===== config.mk =====
export PLATFORM = sky130hd
export DESIGN_NAME = scmc_top
export DESIGN_NICKNAME = d
export VERILOG_FILES = /design/src/logic/scmc_pkg.sv /design/src/logic/scmc_cycle_gen.sv /design/src/logic/scmc_divider.sv /design/src/logic/scmc_top.sv
export SDC_FILE = /design/constraint.sdc
export NUM_CORES = 1
export LEC_CHECK = 0
export BUFFER_PORTS_ARGS = -buffer_cell sky130_fd_sc_hd__buf_2
export CORE_MARGIN = 2
export CORE_UTILIZATION = 55
export DETAILED_ROUTE_END_ITERATION = 8
export GPL_TIMING_DRIVEN = 0
export PLACE_DENSITY = 0.74
export SETUP_SLACK_MARGIN = 0.02
export SLEW_MARGIN = 10
export SYNTH_ARGS = -nofsm -noshare
export SYNTH_HDL_FRONTEND = slang
export SYNTH_SLANG_ARGS = --single-unit
export TNS_END_PERCENT = 100

===== constraint.sdc =====
create_clock -name clk -period 2.7 [get_ports clk]
set_input_delay 0.135 -clock clk [delete_from_list [all_inputs] [get_ports clk]]
set_output_delay 0.135 -clock clk [all_outputs]
set_load 0.05 [all_outputs]

===== src/logic/scmc_pkg.sv =====
// Constants, field layout and types of the system clock and mode controller.
// Assumes a single 25 MHz system clock and an 8-bit register port.
package scmc_pkg;
   // ---------------------------------------------------------------
   // Register port
   // ---------------------------------------------------------------
   localparam int ADDR_W = 4;
   localparam int DATA_W = 8;
   localparam logic [3:0] ADDR_CTRL1 = 4'h0;
   localparam logic [3:0] ADDR_CTRL2 = 4'h1;
   localparam logic [3:0] ADDR_TBCTRL = 4'h2;
   localparam logic [3:0] ADDR_STATUS = 4'h3;
   // ---------------------------------------------------------------
   // Field positions
   // ---------------------------------------------------------------
   localparam int C1_STOP = 7;
   localparam int C1_RETSLOW = 5;
   localparam int C2_FASTEN = 7;
   localparam int C2_SLOWEN = 6;
   localparam int C2_MCS = 5;
   localparam int C2_DOZE = 4;
   localparam int C2_HALT = 2;
   localparam int TB_EN = 7;
   localparam int TB_S7SEL = 6;
   localparam int TB_SEL_LSB = 0;
   localparam int TB_SEL_W = 3;
   // ---------------------------------------------------------------
   // Reset values
   // ---------------------------------------------------------------
   localparam logic [7:0] CTRL1_RST = 8'h00;
   localparam logic [7:0] CTRL2_RST = 8'h80;
   localparam logic [7:0] TBCTRL_RST = 8'h00;
   // ---------------------------------------------------------------
   // Divider shape and taps
   // ---------------------------------------------------------------
   localparam int PRE_W = 2;
   localparam int DIV_W = 21;
   localparam int DIV_LOW_W = 6;
   localparam logic [4:0] TB_TAP_BASE = 5'h0C;
   localparam logic [4:0] DVO_TAP = 5'h0A;
   localparam logic [4:0] WARM_TAP = 5'h0E;
   localparam logic [3:0] INSTR_MIN = 4'h1;
   localparam logic [3:0] INSTR_MAX = 4'hA;
   localparam logic [1:0] MC_LAST = 2'h3;
   // ---------------------------------------------------------------
   // Types
   // ---------------------------------------------------------------
   typedef struct packed {
      logic [ADDR_W-1:0] addr;
      logic [DATA_W-1:0] wdata;
      logic wr;
      logic rd;
   } scmc_bus_t;
   typedef struct packed {
      logic cpu;
      logic wdt;
      logic timebase_timer;
      logic periph;
   } scmc_clken_t;
   typedef enum logic [3:0] {
      M_FAST_RUN_SINGLE,
      M_FAST_DOZE_SINGLE,
      M_TB_HALT_SINGLE,
      M_FAST_RUN_DUAL,
      M_FAST_DOZE_DUAL,
      M_SLOW_RUN,
      M_SLOW_SLEEP,
      M_STOP,
      M_WARM
   } scmc_mode_t;
endpackage


===== src/logic/scmc_cycle_gen.sv =====
// Machine cycle generator: four states per cycle and instruction length.
// Assumes tick is a one-cycle main clock pulse on clk.
module scmc_cycle_gen import scmc_pkg::*; (
   input wire logic clk,
   input wire logic rst_n,
   input wire logic tick,
   input wire logic instrStart,
   input wire logic [3:0] instrLen,
   output logic [1:0] mcState,
   output logic mcLast,
   output logic instrDone
);
   logic [3:0] left_r;
   logic [3:0] lenClamped;

   assign mcLast = tick && (mcState == MC_LAST);
   assign lenClamped = (instrLen < INSTR_MIN) ? INSTR_MIN :
                       (instrLen > INSTR_MAX) ? INSTR_MAX : instrLen;

   always_ff @(posedge clk) begin
      if (!rst_n) begin
         mcState <= '0;
      end else if (tick) begin
         mcState <= mcState + 1'b1; // RULE8
      end
   end

   always_ff @(posedge clk) begin
      if (!rst_n) begin
         left_r <= '0;
         instrDone <= 1'b0;
      end else begin
         instrDone <= mcLast && (left_r == 4'h1);
         if (instrStart) begin
            left_r <= lenClamped; // RULE9
         end else if (mcLast && left_r != 4'h0) begin
            left_r <= left_r - 1'b1;
         end
      end
   end

   state_step_a: assert property (@(posedge clk) disable iff (!rst_n) // RULE8
      tick |=> (mcState == $past(mcState) + 2'h1))
      else $error("machine state did not step");
   state_hold_a: assert property (@(posedge clk) disable iff (!rst_n) // RULE8
      !tick |=> (mcState == $past(mcState)))
      else $error("machine state moved without tick");
endmodule


===== src/logic/scmc_divider.sv =====
// Two-stage prescaler and 21-stage divider chain.
// Assumes clear and all enables are single-cycle terms on clk.
module scmc_divider import scmc_pkg::*; (
   input wire logic clk,
   input wire logic rst_n,
   input wire logic clear,
   input wire logic preEn,
   input wire logic stage7Sel,
   input wire logic fsTick,
   output logic [DIV_W-1:0] divBits
);
   logic [PRE_W-1:0] pre_r;
   logic [DIV_LOW_W-1:0] low_r;
   logic [DIV_W-DIV_LOW_W-1:0] high_r;
   logic preCarry;
   logic lowCarry;
   logic s7In;

   assign preCarry = preEn && (pre_r == '1);
   assign lowCarry = preCarry && (low_r == '1);
   // Stage 7 input is either the sixth stage carry or the slow tick
   assign s7In = stage7Sel ? fsTick : lowCarry; // RULE3

   always_ff @(posedge clk) begin
      if (!rst_n || clear) begin
         pre_r <= '0; // RULE2
      end else if (preEn) begin
         pre_r <= pre_r + 1'b1;
      end
   end

   always_ff @(posedge clk) begin
      if (!rst_n || clear) begin
         low_r <= '0; // RULE2
      end else if (preCarry) begin
         low_r <= low_r + 1'b1;
      end
   end

   always_ff @(posedge clk) begin
      if (!rst_n || clear) begin
         high_r <= '0; // RULE2
      end else if (s7In) begin
         high_r <= high_r + 1'b1;
      end
   end

   assign divBits = {high_r, low_r}; // RULE1

   stage_clear_a: assert property (@(posedge clk) disable iff (!rst_n) // RULE2
      clear |=> (divBits == '0))
      else $error("divider not cleared");
endmodule


===== src/logic/scmc_top.sv =====
// System clock and operating mode controller top level.
// Assumes clk is the fast oscillator clock, irqReq is already on clk and
// the slow oscillator and stop release arrive as asynchronous pins.
//
// Function
// [RULE1] Clocks come from a 2-stage prescaler and a 21-stage divider.
// [RULE2] Reset and stop entry or release clear prescaler and divider.
// [RULE3] Stage 7 input depends on mode, main clock select and source select.
// [RULE4] Slow run and slow sleep feed stage 7 from the slow clock.
// [RULE5] Warm-up after stop from fast run feeds stage 7 from stage 6.
// [RULE6] Software never sets the stage 7 source in single-clock mode.
// [RULE7] Software never sets the stage 7 source before the slow clock is stable.
// [RULE8] A machine cycle is four states, one main clock each.
// [RULE9] Instructions take one to ten machine cycles.
// [RULE10] Single-clock mode runs fast clock only; slow pins are ports.
// [RULE11] Reset leaves the device in fast run single mode.
// [RULE12] Doze request halts CPU and watchdog; peripherals keep running.
// [RULE13] Any interrupt request ends doze and returns to fast run.
// [RULE14] Wake with master enable services the interrupt, else resumes.
// [RULE15] Halt bit stops CPU and all peripherals but the timebase.
// [RULE16] Falling edge of the timebase source ends halt.
// [RULE17] Halt ignores timebase enable; service needs all three enables.
// [RULE18] Halt entered with timebase enabled sets the timebase interrupt.
// [RULE19] Dual mode main clock is fast in run or doze, slow otherwise.
// [RULE20] Dual mode runs both oscillators; slow pins are not ports.
// [RULE21] Software enables the slow oscillator early for dual mode.
// [RULE22] Fast run dual runs the CPU from the fast clock.
// [RULE23] Main clock select moves between fast run dual and slow run.
// [RULE24] Slow run with fast oscillator off stops stages one to six.
// [RULE25] Mode changes only on machine cycle boundaries; stop and warm-up here change mode on any clock.
// [RULE26] The timebase edge is synchronised before releasing halt.
//
// Decided for this implementation: the address map and the address-and-strobe port.
module scmc_top import scmc_pkg::*; (
   input wire logic clk,
   input wire logic rst_n,
   input wire scmc_bus_t bus,
   output logic [DATA_W-1:0] rdata,
   input wire logic slowOscIn,
   input wire logic stopReleaseIn,
   input wire logic irqReq,
   input wire logic master_interrupt_enable,
   input wire logic tbIrqEnable,
   input wire logic instrStart,
   input wire logic [3:0] instrLen,
   output scmc_mode_t mode,
   output scmc_clken_t clkEn,
   output logic mainTick,
   output logic [1:0] mcState,
   output logic instrDone,
   output logic fastOscEnable,
   output logic slowOscEnable,
   output logic slowPinsAsPort,
   output logic dividerPulseOut,
   output logic timebaseIrqSet,
   output logic tbService,
   output logic wakeService,
   output logic wakeResume
);
   // ---------------------------------------------------------------
   // Declarations
   // ---------------------------------------------------------------
   logic [7:0] ctrl1_r;
   logic [7:0] ctrl2_r;
   logic [7:0] tbctrl_r;
   logic fsS1_r, fsS2_r, fsS3_r;
   logic relS1_r, relS2_r;
   logic tbS1_r, tbS2_r, tbS3_r;
   logic fsTick;
   logic tbFall;
   logic [DIV_W-1:0] divBits;
   logic [4:0] tapIdx;
   logic stage7Sel;
   logic preEn;
   logic divClr_r;
   logic tickNow;
   logic mcLast;
   logic advance;
   scmc_mode_t modeNxt;
   scmc_mode_t retMode_r;
   logic fromFast_r;
   logic haltTbEn_r;
   logic dozeClr, haltClr, stopClr;
   logic slowMode, fastOff;
   logic wr1, wr2, wrTb;

   assign wr1 = bus.wr && (bus.addr == ADDR_CTRL1);
   assign wr2 = bus.wr && (bus.addr == ADDR_CTRL2);
   assign wrTb = bus.wr && (bus.addr == ADDR_TBCTRL);

   // ---------------------------------------------------------------
   // Pin synchronisers
   // ---------------------------------------------------------------
   always_ff @(posedge clk) begin
      if (!rst_n) begin
         fsS1_r <= 1'b0;
         fsS2_r <= 1'b0;
         fsS3_r <= 1'b0;
      end else begin
         fsS1_r <= slowOscIn;
         fsS2_r <= fsS1_r;
         fsS3_r <= fsS2_r;
      end
   end

   always_ff @(posedge clk) begin
      if (!rst_n) begin
         relS1_r <= 1'b0;
         relS2_r <= 1'b0;
      end else begin
         relS1_r <= stopReleaseIn;
         relS2_r <= relS1_r;
      end
   end

   // Slow oscillator only counts while it is enabled
   assign fsTick = ctrl2_r[C2_SLOWEN] && fsS2_r && !fsS3_r;

   // ---------------------------------------------------------------
   // Timebase source edge
   // ---------------------------------------------------------------
   assign tapIdx = TB_TAP_BASE + {2'b00, tbctrl_r[TB_SEL_LSB +: TB_SEL_W]};

   // Two stages before the edge detector; the tap may follow the slow pin
   always_ff @(posedge clk) begin
      if (!rst_n) begin
         tbS1_r <= 1'b0;
         tbS2_r <= 1'b0;
         tbS3_r <= 1'b0;
      end else begin
         tbS1_r <= divBits[tapIdx]; // RULE26
         tbS2_r <= tbS1_r;
         // Held until a cycle boundary so a mid-cycle edge is not lost
         if (advance) tbS3_r <= tbS2_r; // RULE16
      end
   end

   assign tbFall = !tbS2_r && tbS3_r; // RULE26

   // ---------------------------------------------------------------
   // Divider control
   // ---------------------------------------------------------------
   assign slowMode = (mode == M_SLOW_RUN) || (mode == M_SLOW_SLEEP);
   assign fastOff = !ctrl2_r[C2_FASTEN];

   always_comb begin
      if (slowMode) begin
         stage7Sel = 1'b1; // RULE4
      end else if (mode == M_WARM && fromFast_r) begin
         stage7Sel = 1'b0; // RULE5
      end else begin
         stage7Sel = tbctrl_r[TB_S7SEL]; // RULE3
      end
   end

   // Stages one to six idle whenever the fast oscillator is down
   assign preEn = (mode != M_STOP) && !(slowMode && fastOff); // RULE24

   always_ff @(posedge clk) begin
      if (!rst_n) begin
         divClr_r <= 1'b0;
      end else begin
         divClr_r <= advance && ((modeNxt == M_STOP) != (mode == M_STOP));
      end
   end

   scmc_divider u_div (
      .clk(clk),
      .rst_n(rst_n),
      .clear(divClr_r), // RULE2
      .preEn(preEn),
      .stage7Sel(stage7Sel),
      .fsTick(fsTick),
      .divBits(divBits)
   );

   // ---------------------------------------------------------------
   // Main clock and machine cycle
   // ---------------------------------------------------------------
   always_comb begin
      case (mode)
         M_SLOW_RUN, M_SLOW_SLEEP: tickNow = fsTick; // RULE19
         M_STOP: tickNow = 1'b0;
         default: tickNow = 1'b1; // RULE10 RULE22
      endcase
   end

   scmc_cycle_gen u_cyc (
      .clk(clk),
      .rst_n(rst_n),
      .tick(tickNow),
      .instrStart(instrStart),
      .instrLen(instrLen),
      .mcState(mcState),
      .mcLast(mcLast),
      .instrDone(instrDone)
   );

   // Switching mid-cycle would hand a truncated state to the core
   assign advance = mcLast || (mode == M_STOP) || (mode == M_WARM); // RULE25

   // ---------------------------------------------------------------
   // Mode sequencer
   // ---------------------------------------------------------------
   always_comb begin
      modeNxt = mode;
      case (mode)
         M_FAST_RUN_SINGLE: begin
            if (ctrl1_r[C1_STOP]) modeNxt = M_STOP;
            else if (ctrl2_r[C2_HALT]) modeNxt = M_TB_HALT_SINGLE; // RULE15
            else if (ctrl2_r[C2_DOZE]) modeNxt = M_FAST_DOZE_SINGLE; // RULE12
            else if (ctrl2_r[C2_SLOWEN]) modeNxt = M_FAST_RUN_DUAL;
         end
         M_FAST_DOZE_SINGLE: begin
            if (irqReq) modeNxt = M_FAST_RUN_SINGLE; // RULE13
         end
         M_TB_HALT_SINGLE: begin
            if (tbFall) modeNxt = retMode_r; // RULE16 RULE17
         end
         M_FAST_RUN_DUAL: begin
            if (ctrl1_r[C1_STOP]) modeNxt = M_STOP;
            else if (ctrl2_r[C2_DOZE]) modeNxt = M_FAST_DOZE_DUAL;
            else if (ctrl2_r[C2_MCS]) modeNxt = M_SLOW_RUN; // RULE23
            else if (!ctrl2_r[C2_SLOWEN]) modeNxt = M_FAST_RUN_SINGLE;
         end
         M_FAST_DOZE_DUAL: begin
            if (irqReq) modeNxt = M_FAST_RUN_DUAL;
         end
         M_SLOW_RUN: begin
            if (ctrl1_r[C1_STOP]) modeNxt = M_STOP;
            else if (ctrl2_r[C2_HALT] && fastOff) begin
               modeNxt = M_TB_HALT_SINGLE;
            end else if (ctrl2_r[C2_DOZE]) modeNxt = M_SLOW_SLEEP;
            else if (!ctrl2_r[C2_MCS] && !fastOff) begin
               modeNxt = M_FAST_RUN_DUAL; // RULE23
            end
         end
         M_SLOW_SLEEP: begin
            if (irqReq) modeNxt = M_SLOW_RUN;
         end
         M_STOP: begin
            if (relS2_r) modeNxt = M_WARM;
         end
         M_WARM: begin
            if (divBits[WARM_TAP]) modeNxt = retMode_r;
         end
         default: modeNxt = M_FAST_RUN_SINGLE;
      endcase
   end

   always_ff @(posedge clk) begin
      if (!rst_n) begin
         mode <= M_FAST_RUN_SINGLE; // RULE11
      end else if (advance) begin
         mode <= modeNxt; // RULE25
      end
   end

   // Where halt and stop return to, and what they were entered with
   always_ff @(posedge clk) begin
      if (!rst_n) begin
         retMode_r <= M_FAST_RUN_SINGLE;
         fromFast_r <= 1'b0;
         haltTbEn_r <= 1'b0;
      end else if (advance && modeNxt != mode) begin
         if (modeNxt == M_TB_HALT_SINGLE) begin
            retMode_r <= slowMode ? M_SLOW_RUN : M_FAST_RUN_SINGLE;
            haltTbEn_r <= tbctrl_r[TB_EN]; // RULE18
         end else if (modeNxt == M_STOP) begin
            fromFast_r <= !slowMode; // RULE5
            if (ctrl1_r[C1_RETSLOW]) retMode_r <= M_SLOW_RUN;
            else if (ctrl2_r[C2_SLOWEN]) retMode_r <= M_FAST_RUN_DUAL;
            else retMode_r <= M_FAST_RUN_SINGLE;
         end
      end
   end

   // ---------------------------------------------------------------
   // Control registers
   // ---------------------------------------------------------------
   assign dozeClr = advance && (modeNxt == M_FAST_DOZE_SINGLE ||
      modeNxt == M_FAST_DOZE_DUAL || modeNxt == M_SLOW_SLEEP) &&
      modeNxt != mode;
   assign haltClr = advance && mode == M_TB_HALT_SINGLE && modeNxt != mode;
   assign stopClr = advance && modeNxt == M_STOP && mode != M_STOP;

   // A software write in the same cycle wins over the hardware clear
   always_ff @(posedge clk) begin
      if (!rst_n) begin
         ctrl1_r <= CTRL1_RST;
      end else if (wr1) begin
         ctrl1_r <= bus.wdata;
      end else if (stopClr) begin
         ctrl1_r[C1_STOP] <= 1'b0;
      end
   end

   always_ff @(posedge clk) begin
      if (!rst_n) begin
         ctrl2_r <= CTRL2_RST;
      end else if (wr2) begin
         ctrl2_r <= bus.wdata;
      end else begin
         if (dozeClr) ctrl2_r[C2_DOZE] <= 1'b0;
         if (haltClr) ctrl2_r[C2_HALT] <= 1'b0;
      end
   end

   always_ff @(posedge clk) begin
      if (!rst_n) begin
         tbctrl_r <= TBCTRL_RST;
      end else if (wrTb) begin
         tbctrl_r <= bus.wdata; // RULE6 RULE7
      end
   end

   always_ff @(posedge clk) begin
      if (!rst_n) begin
         rdata <= '0;
      end else if (bus.rd) begin
         case (bus.addr)
            ADDR_CTRL1: rdata <= ctrl1_r;
            ADDR_CTRL2: rdata <= ctrl2_r;
            ADDR_TBCTRL: rdata <= tbctrl_r;
            ADDR_STATUS: rdata <= {2'b00, mcState, mode};
            default: rdata <= '0;
         endcase
      end else begin
         rdata <= '0;
      end
   end

   // ---------------------------------------------------------------
   // Clock enables and oscillator control
   // ---------------------------------------------------------------
   always_ff @(posedge clk) begin
      if (!rst_n) begin
         clkEn <= '{cpu: 1'b1, wdt: 1'b1, timebase_timer: 1'b1, periph: 1'b1};
      end else if (advance) begin
         case (modeNxt)
            M_FAST_RUN_SINGLE, M_FAST_RUN_DUAL, M_SLOW_RUN: begin
               clkEn <= '{cpu: 1'b1, wdt: 1'b1, timebase_timer: 1'b1, periph: 1'b1};
            end
            M_FAST_DOZE_SINGLE, M_FAST_DOZE_DUAL, M_SLOW_SLEEP: begin
               clkEn <= '{cpu: 1'b0, wdt: 1'b0, timebase_timer: 1'b1, periph: 1'b1};
            end
            M_TB_HALT_SINGLE: begin
               clkEn <= '{cpu: 1'b0, wdt: 1'b0, timebase_timer: 1'b1, periph: 1'b0};
            end
            default: begin
               clkEn <= '{cpu: 1'b0, wdt: 1'b0, timebase_timer: 1'b0, periph: 1'b0};
            end
         endcase
      end
   end

   always_ff @(posedge clk) begin
      if (!rst_n) begin
         fastOscEnable <= 1'b1;
         slowOscEnable <= 1'b0;
         slowPinsAsPort <= 1'b1;
      end else begin
         fastOscEnable <= (mode != M_STOP) &&
            (!slowMode || ctrl2_r[C2_FASTEN]);
         slowOscEnable <= ctrl2_r[C2_SLOWEN] && mode != M_STOP; // RULE20
         slowPinsAsPort <= !ctrl2_r[C2_SLOWEN]; // RULE10 RULE20
      end
   end

   always_ff @(posedge clk) begin
      if (!rst_n) begin
         mainTick <= 1'b0;
         dividerPulseOut <= 1'b0;
      end else begin
         mainTick <= tickNow;
         dividerPulseOut <= divBits[DVO_TAP];
      end
   end

   // ---------------------------------------------------------------
   // Wake-up events
   // ---------------------------------------------------------------
   always_ff @(posedge clk) begin
      if (!rst_n) begin
         wakeService <= 1'b0;
         wakeResume <= 1'b0;
         timebaseIrqSet <= 1'b0;
         tbService <= 1'b0;
      end else begin
         wakeService <= dozeExit() && master_interrupt_enable; // RULE14
         wakeResume <= dozeExit() && !master_interrupt_enable; // RULE14
         timebaseIrqSet <= haltClr && haltTbEn_r; // RULE18
         tbService <= haltClr && haltTbEn_r && master_interrupt_enable && tbIrqEnable; // RULE17
      end
   end

   function automatic logic dozeExit();
      return advance && irqReq && (mode == M_FAST_DOZE_SINGLE ||
         mode == M_FAST_DOZE_DUAL || mode == M_SLOW_SLEEP);
   endfunction

   // ---------------------------------------------------------------
   // Checks
   // ---------------------------------------------------------------
   reset_mode_a: assert property (@(posedge clk) // RULE11
      !rst_n |=> mode == M_FAST_RUN_SINGLE)
      else $error("reset did not select fast run single");
   slow_stage7_a: assert property (@(posedge clk) disable iff (!rst_n) // RULE4
      slowMode |-> stage7Sel)
      else $error("slow mode stage 7 not from slow clock");
   warm_stage7_a: assert property (@(posedge clk) disable iff (!rst_n) // RULE5
      (mode == M_WARM && fromFast_r) |-> !stage7Sel)
      else $error("warm-up stage 7 not from stage 6");
   doze_exit_a: assert property (@(posedge clk) disable iff (!rst_n) // RULE13
      (mode == M_FAST_DOZE_SINGLE && irqReq && mcLast)
      |=> mode == M_FAST_RUN_SINGLE)
      else $error("doze did not end on interrupt");
   doze_gate_a: assert property (@(posedge clk) disable iff (!rst_n) // RULE12
      (mode == M_FAST_DOZE_SINGLE) |-> !clkEn.cpu && clkEn.periph)
      else $error("doze clock gating wrong");
   halt_gate_a: assert property (@(posedge clk) disable iff (!rst_n) // RULE15
      (mode == M_TB_HALT_SINGLE) |-> !clkEn.periph && clkEn.timebase_timer)
      else $error("halt clock gating wrong");
   halt_irq_a: assert property (@(posedge clk) disable iff (!rst_n) // RULE18
      timebaseIrqSet |-> $past(mode) == M_TB_HALT_SINGLE && mode != M_STOP)
      else $error("timebase interrupt set outside halt exit");
   pre_stop_a: assert property (@(posedge clk) disable iff (!rst_n) // RULE24
      (slowMode && fastOff) |-> !preEn)
      else $error("prescaler runs with fast oscillator off");
   mode_edge_a: assert property (@(posedge clk) disable iff (!rst_n) // RULE25
      (mode != $past(mode) && $past(mode) != M_STOP &&
      $past(mode) != M_WARM) |-> $past(mcLast))
      else $error("mode changed off a cycle boundary");
endmodule


=== After elaboration in Yosys (flattened, before gate mapping) ===
Cells that the tools add are included.

* Word-level logic and storage cells: 183
* Output and inout port bits: 28
* Bits of input ports: 26
* Bits in registers: 94

* Eq/ne operators: 25
* $add $sub $neg: 6
* Multiplexer cells: 42
* Reduce and logical (&&, ||, !) cells: 67
* Bitwise logic cells: 1
* Magnitude comparators: 3

{| class="wikitable"
|+ Operator list
! cell !! number
|-
| two-way mux 4 bit || 24
|-
| case mux 4 bit (9 select lines) || 1
|-
| logical AND 1 bit || 33
|-
| equality test 4 x 3 -> 1 bit, second input constant || 8
|-
| case mux 8 bit (4 select lines) || 1
|-
| equality test 4 x 2 -> 1 bit, second input constant || 6
|-
| equality test 4 x 1 -> 1 bit, second input constant || 4
|-
| adder 15 x 1 -> 15 bit, second input constant || 1
|-
| zero test 4 bit || 3
|-
| case mux 4 bit (3 select lines) || 1
|-
| two-way mux 1 bit || 10
|-
| nonzero test 2 bit || 5
|-
| zero test 1 bit || 9
|-
| logical OR 1 bit || 9
|-
| adder 6 x 1 -> 6 bit, second input constant || 1
|-
| equality test 6 bit, second input constant || 1
|-
| less-than comparator 5 x 6 -> 1 bit, second input constant || 1
|-
| two-way mux 3 bit || 2
|-
| AND reduction 2 bit || 3
|-
| OR reduction 3 bit || 2
|-
| adder 4 x 3 -> 5 bit, first input constant || 1
|-
| binary-select mux 1 bit (select 5 bit) || 1
|-
| adder 2 x 1 -> 2 bit, second input constant || 2
|-
| equality test 2 bit, second input constant || 2
|-
| other kinds (13) || 13
|}

=== Depth between registers and ports, before layout ===
Gate-level depths: netlist of run 1.

* Depth in word-level cells: 14
* Depth in mapped cells: 10
* Depth with buffers taken out: 8

=== Modules after synthesis ===
A second synthesis of run 1 with hierarchy kept.

* Cell total of the unflattened synthesis: 513
* Area, all modules: 4619.4 µm²

{| class="wikitable"
|+ Modules (own cells, without submodules)
! module !! cells an instance !! seq. area each (µm²) !! instances !! area each (µm²)
|-
| scmc_top || 344 || 1241.2 || 1 || 3114.2
|-
| scmc_divider || 125 || 460.4 || 1 || 1093.5
|-
| scmc_cycle_gen || 44 || 140.1 || 1 || 411.6
|}

=== Worst setup path after synthesis of run 1 ===
No wires, ideal clock.

* Path kind: register -> register
* Start point: reg mode[2]
* End point: reg retMode_r[0]
* Required time: 2.581 ns
* Library setup time: 0.119 ns
* Buffers on the path: 3
* Arrival time: 2.595 ns
* Clock period less this slack: 2.714 ns
* Cell stages (with the launch flop): 10
* Setup slack: -0.014 ns
* Path through: dfxtp_1 > buf_2 > clkbuf_1 > a211oi_1 > o21a_1 > buf_2 > or3_1 > or2_0 > a21o_1 > o221a_2

* Longest elaborated chain between the ends: 8
* Elaborated cells on any way between the ends: 42
* Classes of those cells: eq/ne: 11; mux: 22; reduce/logical: 9

{| class="wikitable"
|+ RTL lines
! element !! line !! RTL
|-
| start, declared || scmc_top.sv:46 || <nowiki>output scmc_mode_t mode,</nowiki>
|-
| start signal, assigned || scmc_top.sv:255 || <nowiki>mode <= modeNxt;</nowiki>
|-
| two-way mux 4 bit (tied with other cells) || scmc_top.sv:234 || <nowiki>else if (!ctrl2_r[C2_MCS] && !fastOff) begin</nowiki>
|-
| two-way mux 4 bit (tied with other cells) || scmc_top.sv:233 || <nowiki>end else if (ctrl2_r[C2_DOZE]) modeNxt = M_SLOW_SLEEP;</nowiki>
|-
| two-way mux 4 bit (tied with other cells) || scmc_top.sv:231 || <nowiki>else if (ctrl2_r[C2_HALT] && fastOff) begin</nowiki>
|-
| two-way mux 4 bit (tied with other cells) || scmc_top.sv:230 || <nowiki>if (ctrl1_r[C1_STOP]) modeNxt = M_STOP;</nowiki>
|-
| case mux 4 bit (9 select lines) / logical OR 1 bit (equally long branches) || scmc_top.sv:207, scmc_top.sv:200 ||
|-
| equality test 4 x 2 -> 1 bit (tied with other cells) || scmc_top.sv:266 || <nowiki>if (modeNxt == M_TB_HALT_SINGLE) begin</nowiki>
|-
| nonzero test 2 bit (no line) / logical AND 1 bit (equally long branches) || n/a ||
|-
| AND reduction 2 bit (no line) || n/a ||
|-
| end signal, assigned || scmc_top.sv:267 || <nowiki>retMode_r <= slowMode ? M_SLOW_RUN : M_FAST_RUN_SINGLE;</nowiki>
|-
| end, declared || scmc_top.sv:80 || <nowiki>scmc_mode_t retMode_r;</nowiki>
|}

Several ways; a longest one is shown, not always the timed one.
A chain may end at the register's enable or synchronous reset.

=== Worst setup path in the final report of run 1 ===
* Start point: reg mode[3]
* End point: reg retMode_r[0]

Same word-level chain as after synthesis.

==> run summary, run 1 <==
For the aggregate routed wire length, the log shows 10,820 microns. The tools report the cell at the root of the clock tree as clkbuf_8. Beginning of the critical path: mode[3]$_SDFFE_PN0N_. Entering global routing, the biggest net connects 16 pins.

The tools report the number of pins with negative max-slew slack in the final report as 0. The run gives 0.6655 as the post-layout utilization of the core. The tools report the number of max-cap violations as 0. IR analysis of the VDD net gives a maximum drop of 0.3826 mV. The layout-stage area growth over the synthesis result was 16.86%.

The run gives 3,636 as the number of global-route vias before repair. For the pin with the worst max-slew slack, the measured transition is 0.6229 ns. Dominant synthesized flop cell: dfxtp_1. Data on the critical path arrives at its endpoint at 2.87 ns. The final-report setup violation count came out at 0. Yosys printed 0 warnings.

The tools report the startpoint of the worst hold path as tbIrqEnable. STA classifies the critical path startpoint as a flop. The later pin in the worst-skew pair is clocked with a latency of 0.37 ns. For this block, the initial DRC count from the detailed router was 359. Clock-pin slew was measured on the worst setup and hold paths at 0.09 ns. For the proportion of synthesized chip area in sequential cells, the log shows 0.4140. For this design the top-level I/O count stands at 54.

The average instance in the mapped netlist occupies 9.187 sq um. TritonCTS built the clock tree. After synthesis the netlist holds a flip-flop and latch count of 91. The die is 93.45 microns tall. The placeable core area was 7727 sq um; the number of distinct library cells after synthesis was 63. Setup repair after global routing could not meet its margin everywhere.

Once detailed placement completed, the half-perimeter wirelength came to 7636 microns. Total congestion overflow: 0. The net count of the finished layout is 584. Dividing total power by cell area gives a power density of 556.3 nW/um^2. Share of the clock period used by the worst path after layout: 0.9644. Counting the buffers created by CTS gives 9. In this run the worst path has a maximum fanout of 10.

The H-tree level count is 3. The run gives 2 as the buffer levels on the longest clock path. The global routing usage summed across all routing layers was 0.2665; the headroom to the max-slew limit was 0.5816. In this run the critical register-to-register path is launched from mode[3]$_SDFFE_PN0N_. The tools report the global placer's final weighted congestion as 0.9274. After detailed routing, the number of remaining DRC violations is 0. In this run, placement finished with an instance count of 633. For the initial antenna violation count, the log shows 0.

Synthesized netlist cell count: 479. The tools report the global-route wire length before repair as 17,990 microns. The run finished with clean final reports. After routing the design area is 5142 sq um. The worst path in the final design needs a cycle of 2.604 ns, including I/O delays and setup. In this design, the stage delay of the slowest critical-path cell is 0.45 ns. Number of hold-slack violations in the final timing report: 0. The run gives 8732 sq um as the overall die area. CTS saw 91 sinks. Via count: 3,714.

The die extent in x came out at 93.45 microns. Final cell count without fillers: 659. The kind of critical path is flop to flop. In the final routed layout, each cell accounts on average for 16.42 microns.

The share of async-settable or async-resettable flops after synthesis is 0. Fraction of final layout cells with drive strength greater than 1: 0.1975. The number of diodes added for antenna fixing came out at 0. Final antenna-violating net count: 0. The length of the first detailed-routing pass in iterations came out at 5.

STA classifies the critical path endpoint as a flop. The net count after synthesis was 511; the via-per-instance ratio was 5.636. Traced cell by cell, the critical path runs through buf_6 > nand2_1 > o22ai_1 > a32o_1 > a211oi_4 > buf_4 > or3_1 > or2_0 > a21o_1 > o221a_2. At the worst endpoint, the required time is 2.96 ns. The number of enable flip-flop cells after synthesis is 0, and the number of I/O port buffers is 51. Based on the critical path, the design can be clocked at up to 384.0 MHz. For the initial core utilization, the log shows 0.5695. The worst hold path belongs to the class primary input to flop.

Summing every instance area after synthesis gives 4400 sq um. The clock arrives with 0.01076 ns of skew. Once placement finished, the instance area stood at 4797 sq um.

The floorplan has 32 rows. The slowest cell on the critical path is dfxtp_1. For this design the static power due to leakage is 2.118 nW.
==> worst max-delay path, delay by kind of cell (launching register included) <==
kind                   cells  cell delay (ns)
AOI/OAI and AO/OA          5             1.00
and+or+nand+nor            3             0.69
DFF                        1             0.45
buffers and inverters      2             0.37
==> metal layers <==
metal / global-route usage / vias up / wire [microns]
met3: 0.05721 / 24 / 734
met1: 0.3347 / 1717 / 4670
li1: - / 1834 / -
met2: 0.4442 / 139 / 5124
met5: 0 / - / 0
met4: 0.1091 / 0 / 295
==> placed cells by master, fill, tap and decap left out, types with 3 or more instances in the layout <==
master / n
o211a_1: 6
clkbuf_1: 12
clkbuf_8: 11
and3_1: 6
nor2b_1: 30
dfxtp_1: 88
a21oi_1: 18
dfxtp_2: 3
a32o_1: 3
nand4_1: 7
mux2i_1: 23
mux4_2: 7
a21o_1: 3
a211oi_1: 3
a21boi_0: 10
buf_4: 11
dlygate4sd3_1: 3
ha_1: 6
inv_1: 12
buf_2: 55
xnor2_1: 13
xor2_1: 9
nor3_1: 7
o21ai_0: 16
nand2_1: 44
nor2_1: 44
o2111ai_1: 3
and2_1: 13
or3_1: 10
nand2b_1: 7
nand3_1: 21
==> worst paths after layout <==
kind	slack [ns]	endpoint	depth (start not counted)
max	0.1	retMode_r[0]$_SDFFE_PN0P_	10
min	0.004	tbService$_SDFF_PN0_	2
max reg2reg	0.1	retMode_r[0]$_SDFFE_PN0P_	10
min reg2reg	0.44	tbS2_r$_SDFF_PN0_	1
==> sequential cells by signal, indices dropped and copies added (netlist names), 2 cells and up <==
signal         count
clkEn              3
ctrl1_r            8
ctrl2_r            8
mode               4
rdata              8
retMode_r          3
tbctrl_r           8
u_cyc.left_r       4
u_cyc.mcState      2
u_div.high_r      14
u_div.low_r        6
u_div.pre_r        2
==> per-stage QoR <==
| stage | setup WS, ns | hold slack [ns] | total power, W | setup TNS [ns] |
|---|---|---|---|---|
| floorplan | 0.02215 | 0.2066 | 0.001689 | 0 |
| global placement | -0.03504 | 0.3148 | 0.001788 | -0.03504 |
| detailed placement | -0.03944 | 0.3248 | 0.001795 | -0.03944 |
| CTS | 0.001918 | 0.002661 | 0.002860 | 0 |
| global route | -0.01018 | 0.003699 | 0.002972 | -0.01838 |
| finish | 0.09606 | 0.004008 | 0.002861 | 0 |
==> logic make-up after synthesis <==
family,Yosys count,share of synthesized area
AND/OR/NAND/NOR,202,0.2369
flip-flops,91,0.4140
AO/OA/AOI/OAI,86,0.1464
buffers and inverters,38,0.04037
multiplexers,32,0.09667
XOR/XNOR,22,0.04379
adder cells (fa/ha/maj),8,0.02189
==> area by class of cell <==
class	count	area [sq um]
multi-input combinational	350	2415
clock inverter	5	83.83
fill	630	2585
buffer	25	141.4
inverter	12	45.04
sequential	91	1826
tap	102	127.6
clock buffer	11	151.4
timing repair buffer	63	352.8
==> Yosys cell counts, drive strengths merged (12+ instances only) <==
cell	instances	area, sq um
xnor2	13	113.9
nor2	45	168.9
mux2i	23	230.2
and2	13	81.33
nand3	21	105.1
a21oi	18	90.09
buf	12	80.06
clkbuf	14	52.55
inv	12	45.04
o21ai	17	96.35
dfxtp	91	1822
nand2	44	165.2
nor2b	30	187.7
==> repair_timing <==
item / 4_1_cts / 5_1_grt
cloned: 0 / 0
buffers inserted: 4 / 4
pin swaps: 3 / 3
hold buffers: 3 / 0
resized for setup: 2 / 9
endpoints found under the setup margin: 7 / 11
endpoints found under the hold margin: 3 / 0
==> power by group <==
part	switching (W)	internal (W)	total, W
Sequential	0.0000265	0.00137	0.00140
Clock	0.000494	0.000575	0.00107
Combinational	0.000241	0.000153	0.000394
Total	0.000762	0.00210	0.00286
(Power assumes the default switching activity.)
==> inputs of run 2 (changes only) <==
- MAX_ROUTING_LAYER: not set -> met4
- clock period: 2.7 -> 2.9 ns (I/O delays scaled with it)
==> run 2 against run 1 <==
  * Sequential share of layout area is 0.40 points higher
  * Critical path type unchanged
  * Final area is 1.3% lower
  * Register-to-register slack gained 0.03 ns
  * Cell count decreased by 0.61%
  * Clock skew is 0.0040 ns higher
  * Largest cell class unchanged
  * Flip-flop and latch count did not move
  * Global-route usage shrank 0.76 points
  * Clock-buffer cell count is the same
  * Core utilization decreased by 0.87 points
==> run summary, run 2 (synthesis gave the netlist of run 1 again) <==
The tree is rooted in a clkbuf_8. The run gives 91 (unchanged) as the TritonCTS sink count. Clock insertion delay at the later pin of the skew report: 0.37 ns (about the same). In the layout the commonest cells are 91 x dfxtp_1, 58 x buf_2, 45 x nor2_1. The global placer's final weighted congestion is 0.9494 (+2.4%), and the die span in y is 93.45 microns (unchanged). The tools report the total of fill cells in the finished design as 662 (+5.1%). The slowest stage of the critical path belongs to the cell o31ai_4. Post-route setup TNS: 0 ns (unchanged). The total power divided by cell area was 511.1 nW/um^2 (-8.1%). The worst register-to-register path begins at ctrl2_r[6]$_SDFFE_PN0P_.

The data required time at the worst endpoint was 3.16 ns (+0.20 ns); the average wire per cell in the routed design was 16.28 microns (-0.87%). The worst setup timing slack at the placement stage is 0.09002 ns (+0.1295 ns). The clock period minus final worst setup slack is 2.770 ns (+0.1664 ns), and the number of I/O port buffers is 51 (unchanged). Tracing the worst setup path back leads to its startpoint at ctrl2_r[6]$_SDFFE_PN0P_. The run gives 0 (unchanged) as the final antenna-violating net count. The kind of critical path is flop to flop. The storage element area is 1822 sq um (-0.21%), and the maximum clock frequency is 361.0 MHz (-6.0%). The number of flip-flops in the largest register came out at 14 (unchanged). The run gives 0 (unchanged) as the total congestion overflow. The area growth from synthesis to layout is 15.33%.

The tools report the length of the first detailed-routing pass in iterations as 5 (unchanged). The signal on the critical path passes through clkbuf_1 > nor2b_1 > o311a_1 > a21o_1 > nor3_4 > a2bb2oi_1 > o31ai_4 > nor2_1 > o221a_2. The pin count of the biggest net entering global routing was 17 (+1). The run gives 0 (unchanged) as the final-report setup violation count. For the aggregate routed wire length, the log shows 10,670 microns (-1.5%). The leakage power total was 2.086 nW (-1.5%); the fraction of final layout cells with drive strength greater than 1 was 0.1826 (-0.01485).

Most common cell after layout, fill and taps aside: dfxtp_1. The logs give 3,490 (-4.0%) for the number of global-route vias before repair and 0 (unchanged) for the initial antenna violation count. The flow ran to the end, and the final reports show no timing, DRC or antenna violations. The cell count of the worst hold path came out at 2 (unchanged). For the detailed placement HPWL, the log shows 7597 microns (-0.51%).

The most flop-heavy register was u_div.high_r. The tools report the minimum setup slack in the final design as 0.1297 ns (+0.03364 ns). For the number of max-cap violations, the log shows 0 (unchanged). The logs give 2412 sq um (-0.10%) for the area of the multi-input gates and 580 (-0.68%) for the net total in the final layout. The via count came out at 3,739 (+0.67%). The placeable core area is 7727 sq um (unchanged). The worst voltage drop across the vdd grid is 0.3134 mV (-18%).

The tightest min-delay check is of the primary input to flop type. TritonCTS built the clock tree. The worst setup path is captured at a flop. The number of top-level pins is 54 (unchanged). The logs give 0.5706 (-0.01094) for the headroom to the max-slew limit and 2 (unchanged) for the buffer levels on the longest clock path.

The number of hold-slack violations in the final timing report was 0 (unchanged). Data arrival time at the worst-slack endpoint: 3.03 ns (+0.16 ns). The category of the worst setup path launch point was a flop. The H-tree level count was 3 (unchanged). For the number of pins with negative max-slew slack in the final report, the log shows 0 (unchanged). The number of buffers added by the clock tree synthesis step is 9 (unchanged), and the reg-to-reg setup timing slack is 0.13 ns (+0.03 ns). The tools report the global-route wire length before repair as 17,150 microns (-4.6%).

The run gives 0 (unchanged) as the number of remaining DRC errors. The floorplan row count was 32 (unchanged). The share of the clock period used by the worst path after layout was 0.9553 (-0.009145); the final clock skew was 0.01477 ns (+0.004004 ns). The measured slew at the worst slew-check pin works out to 0.6391 ns (+0.01629 ns). The overall die area was 8732 sq um (unchanged).

The worst hold path terminates at tbService$_SDFF_PN0_. The endpoint identified for the worst register-to-register timing path is retMode_r[0]$_SDFFE_PN0P_. The tools report the startpoint of the worst hold path as tbIrqEnable. The violation count after the first detailed-route iteration was 279 (-22%). The clock edge transition at the registers on the reported setup and hold paths came out at 0.09 ns (about the same). The initial core utilization was 0.5695 (unchanged); the die extent in x was 93.45 microns (unchanged). The via-per-instance ratio was 5.708 (+1.3%); the number of cells on the worst reg-to-reg path was 9 (-1). The global routing usage summed across all routing layers was 0.2589 (-0.007642). The number of diodes added for antenna fixing was 0 (unchanged); the delay of the slowest cell on the worst path was 0.48 ns (+0.03 ns). Setup repair after global routing could not meet its margin everywhere. The maximum fanout count along the critical path came out at 10 (unchanged).
-- run 2: changes by cell type in the layout (fill, tap and decap cells not counted), moves of 2 or more --
cell	before	now
clkinvlp_4	2	0
buf_2	55	58
buf_4	11	6
dfxtp_1	88	91
dfxtp_2	3	0
clkbuf_4	2	0
clkinv_4	0	2
-- run 2: stage by stage --
stage                     utilization  hold WS (ns)  area, sq um  power [W]  instances
after floorplan                     -        0.2166         4400   0.001573        479
after global placement         0.6190        0.3255         4783   0.001664        632
after detailed placement       0.6206        0.3310         4796   0.001672        633
after CTS                      0.6529       0.01520         5045   0.002586        652
after global routing           0.6567       0.02439         5075   0.002693        655
final                          0.6567      0.009769         5075   0.002594        655
-- run 2: worst max path at each step --
stage / cells after the start / slack [ns] / end
floorplan: 9 / 0.19 / retMode_r[0]$_SDFFE_PN0P_
global placement: 9 / 0.16 / retMode_r[0]$_SDFFE_PN0P_
detailed placement: 9 / 0.09 / retMode_r[0]$_SDFFE_PN0P_
CTS: 9 / 0.08 / retMode_r[0]$_SDFFE_PN0P_
global route: 9 / 0.005 / retMode_r[0]$_SDFFE_PN0P_
finish: 9 / 0.13 / retMode_r[0]$_SDFFE_PN0P_
-- run 2: routing by layer --
layer,vias to the layer above,wire length (microns),track usage
met2,157,4936,0.4119
met4,0,223,0.09926
met1,1742,4773,0.3306
li1,1816,-,-
met5,-,0,-
met3,24,731,0.04512
-- run 2: final cells by class --
| cell class | count | area share |
|---|---|---|
| clock buffers | 11 | 0.02983 |
| inverters | 12 | 0.008876 |
| well taps | 102 | 0.02515 |
| repair buffers | 58 | 0.06213 |
| clock inverters | 5 | 0.01331 |
| multi-input cells | 350 | 0.4753 |
| flip-flops and latches | 91 | 0.3590 |
| plain buffers | 26 | 0.02638 |
-- run 2: report_power, final --
group	switching [W]	total (W)	internal (W)
logic	0.000227	0.000364	0.000137
clock network	0.000473	0.000931	0.000458
registers	0.0000225	0.00130	0.00128
total	0.000723	0.00259	0.00187
-- run 2: critical path: cells and delay by family (launching register included) --
kind | cells | cell delay [ns]
compound gates | 5 | 1.41
flops | 1 | 0.31
buf+inv | 1 | 0.28
simple gates | 3 | 0.68
-- run 2: repair_timing --
action / in CTS / in global routing
gates resized for setup: 0 / 3
hold buffers: 3 / 0
endpoints found under the setup margin: 0 / 6
hold endpoints to repair: 3 / 0
buffers inserted: 0 / 3
